File: config.mk
export PLATFORM = sky130hd
export DESIGN_NAME = apf_core
export DESIGN_NICKNAME = d
export VERILOG_FILES = /design/src/hdl/apf_pkg.sv /design/src/hdl/apf_sync.sv /design/src/hdl/apf_swgen.sv /design/src/hdl/apf_core.sv
export SDC_FILE = /design/constraint.sdc
export NUM_CORES = 1
export LEC_CHECK = 0
export BUFFER_PORTS_ARGS = -buffer_cell sky130_fd_sc_hd__buf_2
export CORE_UTILIZATION = 62
export DETAILED_ROUTE_END_ITERATION = 8
export HOLD_SLACK_MARGIN = 0.08
export PLACE_DENSITY = 0.86
export SYNTH_ARGS = -nofsm -noshare
export SYNTH_HDL_FRONTEND = slang
export SYNTH_HIERARCHICAL = 1
export SYNTH_SLANG_ARGS = --single-unit
File: constraint.sdc
create_clock -name clk_i -period 5.13 [get_ports clk_i]
set_input_delay 0.7695 -clock clk_i [delete_from_list [all_inputs] [get_ports clk_i]]
set_output_delay 0.7695 -clock clk_i [all_outputs]
set_load 0.005 [all_outputs]
File: src/hdl/apf_pkg.sv
// constants and types shared by the amplifier protection and fault control block
package apf_pkg;
    // clock and derived timings (100 MHz core clock)
    localparam int CLK_HZ            = 100_000_000;
    localparam int SW_400K_HZ        = 400_000;
    localparam int SW_500K_HZ        = 500_000;
    localparam int SW_PER_400        = CLK_HZ / SW_400K_HZ;
    localparam int SW_PER_500        = CLK_HZ / SW_500K_HZ;
    localparam int SPREAD_SPAN       = 16;
    localparam int RETRY_MS          = 10;
    localparam int RETRY_CYC         = RETRY_MS * (CLK_HZ / 1000);
    localparam int DIAG_MS           = 260;
    localparam int DIAG_CYC          = DIAG_MS * (CLK_HZ / 1000);
    localparam int ATTACK_MS         = 55;
    localparam int RELEASE_MS        = 1500;
    localparam int GAIN_STEPS        = 32;
    localparam int ATTACK_STEP_CYC   = (ATTACK_MS * (CLK_HZ / 1000)) / GAIN_STEPS;
    localparam int RELEASE_STEP_CYC  = (RELEASE_MS * (CLK_HZ / 1000)) / GAIN_STEPS;
    localparam int THERM_STEP_MS     = 5;
    localparam int THERM_STEP_CYC    = THERM_STEP_MS * (CLK_HZ / 1000);
    // widths
    localparam int ATT_W             = 5;
    localparam int CNT_W             = 28;
    localparam int PER_W             = 9;
    // status bit positions
    localparam int ST_OC             = 0;
    localparam int ST_DC             = 1;
    localparam int ST_OT             = 2;
    localparam int ST_UV             = 3;
    localparam int ST_OV             = 4;
    localparam int ST_THW            = 5;
    localparam int ST_LSHORT         = 6;
    localparam int ST_LOPEN          = 7;
    localparam int ST_W              = 8;
    localparam logic [ST_W-1:0]  ST_RESET  = 8'h00;
    localparam logic [ATT_W-1:0] ATT_RESET = 5'h00;
    localparam logic [ATT_W-1:0] ATT_MAX   = 5'h1f;
    // operating modes, gray coded along shutdown->diag->play->fault
    typedef enum logic [1:0]
    {
        MODE_SHUTDOWN = 2'b00,
        MODE_DIAG     = 2'b01,
        MODE_PLAY     = 2'b11,
        MODE_FAULT    = 2'b10
    } apf_mode_e;
endpackage : apf_pkg

File: src/hdl/apf_sync.sv
// three-flop synchroniser with agreement filter for one comparator flag
module apf_sync
    import apf_pkg::*;
(
    // clock and reset
    input  wire logic clk_i,
    input  wire logic rst_i,
    // flag
    input  wire logic d_i,
    output logic      q_o
);
    logic s1_reg;
    logic s2_reg;
    logic s3_reg;
    logic q_reg;
    wire  agree = (s2_reg == s3_reg);

    // change counts only once second and third stage agree
    always_ff @(posedge clk_i or posedge rst_i)
    begin
        if (rst_i)
        begin
            s1_reg <= 1'b0;
            s2_reg <= 1'b0;
            s3_reg <= 1'b0;
            q_reg  <= 1'b0;
        end
        else
        begin
            s1_reg <= d_i;
            s2_reg <= s1_reg;
            s3_reg <= s2_reg;
            if (agree)
                q_reg <= s3_reg;
        end
    end
    assign q_o = q_reg;
endmodule : apf_sync

File: src/hdl/apf_swgen.sv
// switching period generator: 400/500 khz with optional spread spectrum
module apf_swgen
    import apf_pkg::*;
(
    // clock and reset
    input  wire logic clk_i,
    input  wire logic rst_i,
    // control
    input  wire logic run_i,
    input  wire logic freq_sel_i,
    input  wire logic spread_en_i,
    // period start pulse
    output logic      tick_o
);
    logic [PER_W-1:0] cnt_reg;
    logic [7:0]       lfsr_reg;
    logic             tick_reg;
    wire  [PER_W-1:0] base   = freq_sel_i ? PER_W'(SW_PER_500) : PER_W'(SW_PER_400);
    // dither of -8..+7 cycles around the centre period
    wire  [PER_W-1:0] dith   = PER_W'(lfsr_reg[3:0]) - PER_W'(SPREAD_SPAN / 2);
    wire  [PER_W-1:0] period = spread_en_i ? base + dith : base;
    wire              wrap   = (cnt_reg >= period - PER_W'(1));
    wire              fb     = lfsr_reg[7] ^ lfsr_reg[5] ^ lfsr_reg[4] ^ lfsr_reg[3];

    // new dither value drawn once per switching period
    always_ff @(posedge clk_i or posedge rst_i)
    begin
        if (rst_i)
        begin
            cnt_reg  <= '0;
            lfsr_reg <= 8'h01;
            tick_reg <= 1'b0;
        end
        else if (!run_i)
        begin
            cnt_reg  <= '0;
            tick_reg <= 1'b0;
        end
        else
        begin
            cnt_reg  <= wrap ? '0 : cnt_reg + PER_W'(1);
            tick_reg <= wrap;
            if (wrap)
                lfsr_reg <= {lfsr_reg[6:0], fb};
        end
    end
    assign tick_o = tick_reg;
endmodule : apf_swgen

File: src/hdl/apf_core.sv
// protection, fault reporting and operating-mode control for a mono class-d stage
module apf_core
    import apf_pkg::*;
#(
    parameter int RETRY_CYCLES   = RETRY_CYC,
    parameter int DIAG_CYCLES    = DIAG_CYC,
    parameter int ATTACK_CYCLES  = ATTACK_STEP_CYC,
    parameter int RELEASE_CYCLES = RELEASE_STEP_CYC,
    parameter int THERM_CYCLES   = THERM_STEP_CYC
)
(
    // clock and reset
    input  wire logic             clk_i,
    input  wire logic             rst_i,
    // pins
    input  wire logic             shutdown_in_n_i,
    output logic                  fault_out_n_o,
    output logic                  fault_out_n_oe_o,
    // analog comparator flags (asynchronous)
    input  wire logic             overcurrent_i,
    input  wire logic             dc_offset_i,
    input  wire logic             above_warning_i,
    input  wire logic             above_shutdown_i,
    input  wire logic             supply_low_i,
    input  wire logic             supply_high_i,
    input  wire logic             power_over_i,
    // load diagnostic result (same clock)
    input  wire logic             diag_open_i,
    input  wire logic             diag_short_i,
    // host control bits
    input  wire logic             freq_sel_i,
    input  wire logic             spread_en_i,
    input  wire logic             diag_disable_i,
    input  wire logic             status_clr_i,
    // power stage and status
    output logic                  bridge_hiz_o,
    output logic                  bridge_bias_o,
    output logic                  sw_tick_o,
    output logic                  osc_run_o,
    output logic                  i2c_run_o,
    output logic                  host_regs_rst_o,
    output logic [1:0]            mode_o,
    output logic [ATT_W-1:0]      thermal_att_o,
    output logic [ATT_W-1:0]      agc_att_o,
    output logic [ST_W-1:0]       status_o
);
    // synchronised flags
    localparam int NF = 8;
    logic [NF-1:0] raw;
    logic [NF-1:0] syn;
    // pin taken as-is: a freshly reset stage reads low, i.e. shut down, until the pin is seen high
    assign raw = {shutdown_in_n_i, power_over_i, supply_high_i, supply_low_i,
                  above_shutdown_i, above_warning_i, dc_offset_i, overcurrent_i};

    genvar gi;
    generate
        for (gi = 0; gi < NF; gi++)
        begin : g_sync
            apf_sync u_sync
            (
                .clk_i (clk_i),
                .rst_i (rst_i),
                .d_i   (raw[gi]),
                .q_o   (syn[gi])
            );
        end
    endgenerate

    wire oc_s   = syn[0];
    wire dc_s   = syn[1];
    wire thw_s  = syn[2];
    wire ots_s  = syn[3];
    wire uv_s   = syn[4];
    wire ov_s   = syn[5];
    wire pwr_s  = syn[6];
    wire sd_s   = !syn[7];

    // state
    apf_mode_e        mode_reg;
    apf_mode_e        mode_next;
    logic             oc_latch_reg;
    logic             dc_hold_reg;
    logic [CNT_W-1:0] retry_cnt_reg;
    logic [CNT_W-1:0] diag_cnt_reg;
    logic             ov_prev_reg;
    logic             ov_odd_reg;
    logic             diag_pend_reg;
    logic [ST_W-1:0]  status_reg;
    logic [ATT_W-1:0] th_att_reg;
    logic [ATT_W-1:0] agc_att_reg;
    logic [CNT_W-1:0] th_cnt_reg;
    logic [CNT_W-1:0] agc_cnt_reg;
    logic             fault_n_reg;
    logic             hiz_reg;
    logic             bias_reg;
    logic             osc_reg;
    logic             i2c_reg;
    logic             hreset_reg;
    logic             tick_w;

    // fault decode: any one of these forces hi-z
    wire retry_due = (retry_cnt_reg == CNT_W'(RETRY_CYCLES - 1));
    wire oc_active = oc_latch_reg;
    wire dc_fault  = dc_hold_reg;
    wire hard_flt  = oc_active || ots_s || uv_s || ov_s;
    wire any_flt   = hard_flt || dc_fault;
    wire diag_done = (diag_cnt_reg == CNT_W'(DIAG_CYCLES - 1));
    wire diag_bad  = diag_short_i; // open load alone does not block play
    wire ov_rise   = ov_s && !ov_prev_reg;

    // mode sequencing
    always_comb
    begin
        mode_next = mode_reg;
        unique case (mode_reg)
            MODE_SHUTDOWN:
                if (!sd_s)
                    mode_next = hard_flt ? MODE_FAULT : (diag_disable_i ? MODE_PLAY : MODE_DIAG);
            MODE_DIAG:
                if (hard_flt)
                    mode_next = MODE_FAULT; // faults abort diagnostics
                else if (diag_done && !diag_bad)
                    mode_next = MODE_PLAY;
            MODE_PLAY:
                if (any_flt)
                    mode_next = MODE_FAULT;
            MODE_FAULT:
                if (!any_flt)
                    mode_next = (diag_pend_reg && !diag_disable_i) ? MODE_DIAG : MODE_PLAY;
        endcase
        if (sd_s)
            mode_next = MODE_SHUTDOWN;
    end

    always_ff @(posedge clk_i or posedge rst_i)
    begin
        if (rst_i)
            mode_reg <= MODE_SHUTDOWN;
        else
            mode_reg <= mode_next;
    end

    // dc offset is only judged in play, but the fault must outlive the move to fault mode,
    // otherwise the hi-z bridge would hide the offset and the mode would bounce
    always_ff @(posedge clk_i or posedge rst_i)
    begin
        if (rst_i)
            dc_hold_reg <= 1'b0;
        else if (!dc_s || mode_reg == MODE_SHUTDOWN)
            dc_hold_reg <= 1'b0; // self-clearing
        else if (mode_reg == MODE_PLAY)
            dc_hold_reg <= 1'b1;
    end

    // overcurrent latch with periodic retry window
    always_ff @(posedge clk_i or posedge rst_i)
    begin
        if (rst_i)
        begin
            oc_latch_reg  <= 1'b0;
            retry_cnt_reg <= '0;
        end
        else if (oc_s && !oc_latch_reg)
        begin
            oc_latch_reg  <= 1'b1;
            retry_cnt_reg <= '0;
        end
        else if (oc_latch_reg)
        begin
            retry_cnt_reg <= retry_due ? '0 : retry_cnt_reg + CNT_W'(1);
            if (retry_due && !oc_s)
                oc_latch_reg <= 1'b0; // retry only if the cause has gone
        end
    end

    // diagnostic timer repeats while a short is present
    always_ff @(posedge clk_i or posedge rst_i)
    begin
        if (rst_i)
            diag_cnt_reg <= '0;
        else if (mode_reg != MODE_DIAG || diag_done)
            diag_cnt_reg <= '0; // a bad load restarts the check
        else
            diag_cnt_reg <= diag_cnt_reg + CNT_W'(1);
    end

    // diagnostics owed after a fault; overvoltage only on every second event
    always_ff @(posedge clk_i or posedge rst_i)
    begin
        if (rst_i)
        begin
            ov_prev_reg   <= 1'b0;
            ov_odd_reg    <= 1'b0;
            diag_pend_reg <= 1'b0;
        end
        else
        begin
            ov_prev_reg <= ov_s;
            if (ov_rise)
                ov_odd_reg <= !ov_odd_reg;
            if (mode_reg == MODE_DIAG)
                diag_pend_reg <= 1'b0;
            if (ov_rise && ov_odd_reg)
                diag_pend_reg <= 1'b1;
            else if (oc_active || ots_s || uv_s || dc_fault)
                diag_pend_reg <= 1'b1;
        end
    end

    // status: sticky causes, set wins over host clear; dc tracks live
    // undervoltage empties the host view, so only the uv bit survives it
    always_ff @(posedge clk_i or posedge rst_i)
    begin
        if (rst_i)
            status_reg <= ST_RESET;
        else if (uv_s)
        begin
            status_reg         <= ST_RESET;
            status_reg[ST_UV]  <= 1'b1;
        end
        else
        begin
            if (status_clr_i)
                status_reg <= ST_RESET;
            if (oc_s)
                status_reg[ST_OC] <= 1'b1;
            status_reg[ST_DC] <= dc_fault; // self-clearing
            if (ots_s)
                status_reg[ST_OT] <= 1'b1;
            if (ov_s)
                status_reg[ST_OV] <= 1'b1;
            status_reg[ST_THW] <= thw_s;
            if (mode_reg == MODE_DIAG && diag_done)
            begin
                status_reg[ST_LSHORT] <= diag_short_i;
                status_reg[ST_LOPEN]  <= diag_open_i;
            end
        end
    end

    // thermal foldback steps gain down above warning, back up below
    always_ff @(posedge clk_i or posedge rst_i)
    begin
        if (rst_i)
        begin
            th_att_reg <= ATT_RESET;
            th_cnt_reg <= '0;
        end
        else if (th_cnt_reg == CNT_W'(THERM_CYCLES - 1))
        begin
            th_cnt_reg <= '0;
            if (thw_s && th_att_reg != ATT_MAX)
                th_att_reg <= th_att_reg + ATT_W'(1);
            else if (!thw_s && th_att_reg != ATT_RESET)
                th_att_reg <= th_att_reg - ATT_W'(1);
        end
        else
            th_cnt_reg <= th_cnt_reg + CNT_W'(1);
    end

    // limiter: fast attack, slow release; trades attack speed for click-free steps
    wire agc_due = pwr_s ? (agc_cnt_reg >= CNT_W'(ATTACK_CYCLES - 1))
                         : (agc_cnt_reg >= CNT_W'(RELEASE_CYCLES - 1));
    always_ff @(posedge clk_i or posedge rst_i)
    begin
        if (rst_i)
        begin
            agc_att_reg <= ATT_RESET;
            agc_cnt_reg <= '0;
        end
        else if (mode_reg != MODE_PLAY)
            agc_cnt_reg <= '0;
        else if (agc_due)
        begin
            agc_cnt_reg <= '0;
            if (pwr_s && agc_att_reg != ATT_MAX)
                agc_att_reg <= agc_att_reg + ATT_W'(1);
            else if (!pwr_s && agc_att_reg != ATT_RESET)
                agc_att_reg <= agc_att_reg - ATT_W'(1);
        end
        else
            agc_cnt_reg <= agc_cnt_reg + CNT_W'(1);
    end

    apf_swgen u_swgen
    (
        .clk_i       (clk_i),
        .rst_i       (rst_i),
        .run_i       (mode_next == MODE_PLAY),
        .freq_sel_i  (freq_sel_i),
        .spread_en_i (spread_en_i),
        .tick_o      (tick_w)
    );

    // registered pin and stage outputs follow the next mode, so they change with mode_o
    always_ff @(posedge clk_i or posedge rst_i)
    begin
        if (rst_i)
        begin
            fault_n_reg <= 1'b1;
            hiz_reg     <= 1'b1;
            bias_reg    <= 1'b0;
            osc_reg     <= 1'b0;
            i2c_reg     <= 1'b0;
            hreset_reg  <= 1'b1;
        end
        else
        begin
            fault_n_reg <= !(any_flt && mode_next != MODE_SHUTDOWN);
            hiz_reg     <= (mode_next != MODE_PLAY) || any_flt;
            bias_reg    <= (mode_next == MODE_DIAG);
            osc_reg     <= (mode_next != MODE_SHUTDOWN);
            i2c_reg     <= (mode_next != MODE_SHUTDOWN);
            hreset_reg  <= uv_s || (mode_next == MODE_SHUTDOWN);
        end
    end

    assign fault_out_n_o    = 1'b0; // open drain: only ever pulls low
    assign fault_out_n_oe_o = !fault_n_reg;
    assign bridge_hiz_o     = hiz_reg;
    assign bridge_bias_o    = bias_reg;
    assign sw_tick_o        = tick_w;
    assign osc_run_o        = osc_reg;
    assign i2c_run_o        = i2c_reg;
    assign host_regs_rst_o  = hreset_reg;
    assign mode_o           = mode_reg;
    assign thermal_att_o    = th_att_reg;
    assign agc_att_o        = agc_att_reg;
    assign status_o         = status_reg;
endmodule : apf_core

* Word level (Yosys, flattened, before mapping)
Index checks and enable logic that the tools add are counted.
** Storage, ports and cells
- Flip-flop bits (word level) :: 192
- Word-level logic and storage cells :: 188
** Operators by class
- Add/subtract/negate cells :: 12
- $lt $le $gt $ge :: 3
- Equal/unequal tests :: 21
- Mux-type cells :: 40
- Bitwise operators :: 4
- Reduce and logical (&&, ||, !) cells :: 50
** Operator list (number)
- two-way mux 28 bit :: 7
- adder 28 x 1 -> 28 bit, second input constant :: 4
- == test 28 x 19 -> 1 bit, second input constant :: 1
- == test 28 x 20 -> 1 bit, second input constant :: 1
- == test 28 x 25 -> 1 bit, second input constant :: 1
- greater-or-equal comparator 28 x 18 -> 1 bit, second input constant :: 1
- greater-or-equal comparator 28 x 23 -> 1 bit, second input constant :: 1
- two-way mux 9 bit :: 3
- two-way mux 5 bit :: 4
- two-way mux 2 bit :: 9
- two-way mux 8 bit :: 2
- nonzero test 3 bit :: 5
- two-way mux 1 bit :: 13
- logical AND 1 bit :: 12
- nonzero test 2 bit :: 6
- zero test 1 bit :: 11
- adder 5 x 1 -> 5 bit, second input constant :: 2
- != test 5 bit, second input constant :: 2
- nonzero test 5 bit :: 2
- subtractor 5 x 1 -> 5 bit, second input constant :: 2
- adder 9 x 1 -> 9 bit, second input constant :: 1
- adder 9 bit :: 1
- greater-or-equal comparator 9 bit :: 1
- logical OR 1 bit :: 9
- other kinds (14) :: 29

* Depth between registers and ports, before layout
- Depth in word-level cells :: 10
- Depth in mapped cells :: 12
- Mapped depth without buffers :: 12

* Cells and area by module
The synthesis kept the hierarchy.
** By module, submodules not included
- apf_core :: times used 1, cells an instance 720, area each 6986.7 um^2, seq. area each 3557.2 um^2
- apf_swgen :: times used 1, cells an instance 130, area each 1340.0 um^2, seq. area each 451.7 um^2
- apf_sync :: times used 8, cells an instance 6, area each 115.1 um^2, seq. area each 100.1 um^2

* Worst setup path before layout
Ideal clock, no wire load.
- Path kind :: input to register
- Start :: in freq_sel_i
- End :: reg u_swgen.lfsr_reg[1]
- Setup time :: 0.125 ns
- Arrival time :: 3.610 ns
- Required time :: 5.005 ns
- Slack :: 1.395 ns
- Stages :: 12
- Buffers on the path :: 0
- Cells stage by stage :: inv_1 -> ha_1 -> ha_1 -> a211oi_1 -> mux2i_1 -> nor3_1 -> a211o_1 -> ha_1 -> and3_1 -> nand3_2 -> o32ai_4 -> mux2_2
** On the way
- Word-level cells in the longest chain between the ends :: 6
** Ends and longest elaborated chain
- start: declaration :: RTL line apf_core.sv:31 : input wire logic freq_sel_i,
- two-way mux 6 bit (*) :: RTL line apf_swgen.sv:18 : wire [PER_W-1:0] base = freq_sel_i ? PER_W'(SW_PER_500) : PER_W'(SW_PER_400);
- adder 9 bit :: RTL line apf_swgen.sv:21 : wire [PER_W-1:0] period = spread_en_i ? base + dith : base;
- two-way mux 9 bit (*) :: RTL line apf_swgen.sv:21
- subtractor 9 x 1 -> 9 bit (*) :: RTL line apf_swgen.sv:22 : wire wrap = (cnt_reg >= period - PER_W'(1));
- greater-or-equal comparator 9 bit (*) :: RTL line apf_swgen.sv:22
- AND reduction 2 bit (no source line) (*)
- end signal: assignment :: RTL line apf_swgen.sv:44 : lfsr_reg <= {lfsr_reg[6:0], fb};
- end: declaration :: RTL line apf_swgen.sv:16 : logic [7:0] lfsr_reg;
Every way passes the cells marked *; elsewhere a longest branch is shown, timed or not.
A chain may end at the register's enable or synchronous reset.

* Final worst setup path
- Start :: in freq_sel_i
- End :: reg u_swgen.lfsr_reg[4]
The elaborated chain is that of the path after synthesis.

==> metrics.yaml <==
status: "complete, no violations"
diodes: 0
num-fill-cells: 1075
slew_headroom: 0.197
grt_overflow: 0
wl_um: 17700
wire_per_inst_um: 15.6
finalCriticalPeriod_ns: 3.72
setup_violations: 0
ios: 44
slew_violations: 0
clockRootBuffer: "clkbuf_16"
netlist_instances: 898
worstSkewPairLatency_ns: 0.44
synth.ff_latch_count: 192
peakVddDrop_v: 0.000269
timing.rr.end: "u_swgen/lfsr_reg[4]"
ff2ff_path_depth: 11
switching_power_mw: 0.778
synth_edf_count: 0
port_buffers: 42
powerDensity_nw_per_um2: 307
die_y_um: 124
cts.clk_slew.worst_paths_ns: 0.07
pwr-share-clk: 0.428
syn-cell-area_um2: 9250
post_cts_buffers: 0
floorplan.rows: 44
vias_per_cell: 5.86
clockBufferDepth: 2
ys.flop_type: "dfrtp_1"
cts_tree: "yes"
worstPathArrival_ns: 4.05
max_slew.worst_pin.slew_ns: 1.20
die_x_um: 124
drt_pre_antenna_iters: 6
rsz0062_at_grt: "false"
drcViolationCount: 0
required_ns: 5.46
core_region_area_um2: 14500
syn_to_final_growth_pct: 10.7
seq_power_share: 0.518
vias: 6674
cts_made_buffers: 17
grt_usage: 0.250
fmax_ghz: 0.269
cts_resized: 0
grt_pass1_vias: 6364
p_int_mw: 2.37
r2r_start: "u_swgen/lfsr_reg[3]"
rrSetupSlack_ns: 1.47
final_hold_viol_count: 0
switching_share: 0.248
h-tree-depth: 4
endpoint_kind: "flop"
fin_crit_sh: 0.725
synthArstFlopShare: 1.00
synth_area_per_cell_um2: 10.3
synth_cell_types: 63
nNetsFinal: 989
p_comb_frac: 0.054
yosys_warnings: 6
cp-startpoint: "freq_sel_i"
cts_hold_buffers: 0
setup_tns_ns: 0
placed_cells: 1107
crit_path_max_fanout: 9
synth_seq_area_share: 0.520
clock_sinks: 192
max_cap_violations: 0
fin_worst_skew_ns: 0.00812
critPathKind: "in2reg"
gp_congestion: 0.809
leakage_nw: 4.50
drt_iter0_drc: 437
fin_cells: 1139
cp-start-kind: "primary input"
antenna_found_initial: 0
initial_core_util: 0.636
dieArea_um2: 15400
fin_util: 0.704
grt_first_pass_wirelength_um: 29700
drive_above_1_share: 0.116
hp-class: "in2async"
ant_nets: 0
grt_max_degree: 113
hpwl_um: 12000
[power groups by stage]
stage               sequential, mW  combinational [mW]  clock [mW]
floorplan                     1.64               0.129           0
global placement              1.65               0.163           0
detailed placement            1.66               0.172           0
CTS                           1.63               0.173        1.37
global route                  1.64               0.194        1.44
finish                        1.63               0.169        1.35
[per-stage QoR]
| step | total power [mW] | area (µm²) | hold WS (ns) | worst slack [ns] |
|---|---|---|---|---|
| finish | 3.14 | 10200 | 0.343 | 1.41 |
| detailed placement | 1.83 | 9620 | 0.336 | 0.956 |
| global route | 3.27 | 10200 | 0.343 | 1.19 |
| floorplan | 1.77 | 9270 | 0.331 | 0.556 |
| global placement | 1.82 | 9620 | 0.332 | 1.09 |
| CTS | 3.17 | 10200 | 0.336 | 1.42 |
[kinds of logic after synthesis]
group | synth area share
compound gates | 0.0867
buf+inv | 0.0253
xor+xnor | 0.0976
fa+ha+maj | 0.0533
simple gates | 0.199
mux | 0.0179
flops | 0.520
other cells | 0.000406
[critical path: stages]
cell and delay [ns]:
buf_2 0.10, inv_1 0.10, ha_1 0.22, ha_1 0.22
a211oi_1 0.33, mux2i_1 0.35, nor3_1 0.13, a211o_1 0.28
ha_1 0.31, and3_1 0.22, nand3_2 0.13, o32ai_4 0.51
mux2_2 0.39
[placed cells by master (no fill, tap or decap), drive strengths merged, types with 3 or more instances in the layout]
cell type  synthesis  layout
buf                7      44
a21oi             27      27
ha                29      29
nand2b            10      10
conb               1       6
xor2              46      46
a21o               8       8
o211ai             5       5
nor3              22      22
o21ai             45      45
nand3             53      53
inv               33      40
or2                3       3
mux2              12      12
or4                4       4
dfstp              4       4
clkbuf            17      19
a31oi             11      11
maj3               8       8
a21boi             3       3
xnor2             57      57
nor2             113     113
nand3b             3       3
nor2b              6       6
dfrtp            188     188
mux2i              3       3
and4               8       8
clkinv             0       4
or3                3       3
nand4             27      27
o21a               3       3
and3              24      24
nand2             61      61
nor4              16      16
and2               8       8
[cells in the mapped netlist, types with 4 or more instances]
cell type	instances	share of area
maj3_2	8	0.0097
and4_1	8	0.0076
and3_1	24	0.016
o21ai_0	45	0.024
or4_1	4	0.0032
a21o_1	8	0.0065
ha_1	29	0.039
nor4_1	15	0.010
dfrtp_1	188	0.51
xnor2_1	57	0.054
mux2_2	12	0.015
nor3_1	22	0.012
nand2_1	61	0.025
clkbuf_1	17	0.0069
inv_1	33	0.013
o211ai_1	5	0.0041
buf_2	4	0.0022
nand4_1	27	0.018
a31oi_1	11	0.0074
nor2b_1	6	0.0041
a21oi_1	27	0.015
and2_1	8	0.0054
nand3_1	52	0.028
xor2_1	46	0.044
nor2_1	113	0.046
dfstp_2	4	0.011
nand2b_1	10	0.0068
[routing by layer]
metal | routed length (µm) | share of wire | GRT usage | vias to the layer above
met5 | 0 | 0 | 0 | -
met4 | 213 | 0.012 | 0.0811 | 0
met3 | 846 | 0.048 | 0.0540 | 23
met2 | 8570 | 0.48 | 0.401 | 159
met1 | 8090 | 0.46 | 0.339 | 3275
li1 | - | - | - | 3217
[cell type report]
| class | instances | area (µm²) | share of cell area |
|---|---|---|---|
| Tap cell | 184 | 230 | 0.0225 |
| Clock inverter | 13 | 164 | 0.0160 |
| Sequential cell | 192 | 4810 | 0.470 |
| Inverter | 33 | 129 | 0.0126 |
| Clock buffer | 19 | 453 | 0.0443 |
| Timing Repair Buffer | 44 | 225 | 0.0220 |
| Multi-Input combinational cell | 654 | 4220 | 0.413 |
[worst max-delay path by stage]
stage                           to  cells past startpoint
2_1_floorplan         agc_att_o[0]                      1
3_3_place_gp   u_swgen/lfsr_reg[1]                     13
3_5_place_dp   u_swgen/lfsr_reg[4]                     13
4_1_cts        u_swgen/lfsr_reg[4]                     13
5_1_grt        u_swgen/lfsr_reg[1]                     13
6_report       u_swgen/lfsr_reg[4]                     13
(Power assumes the default switching activity.)
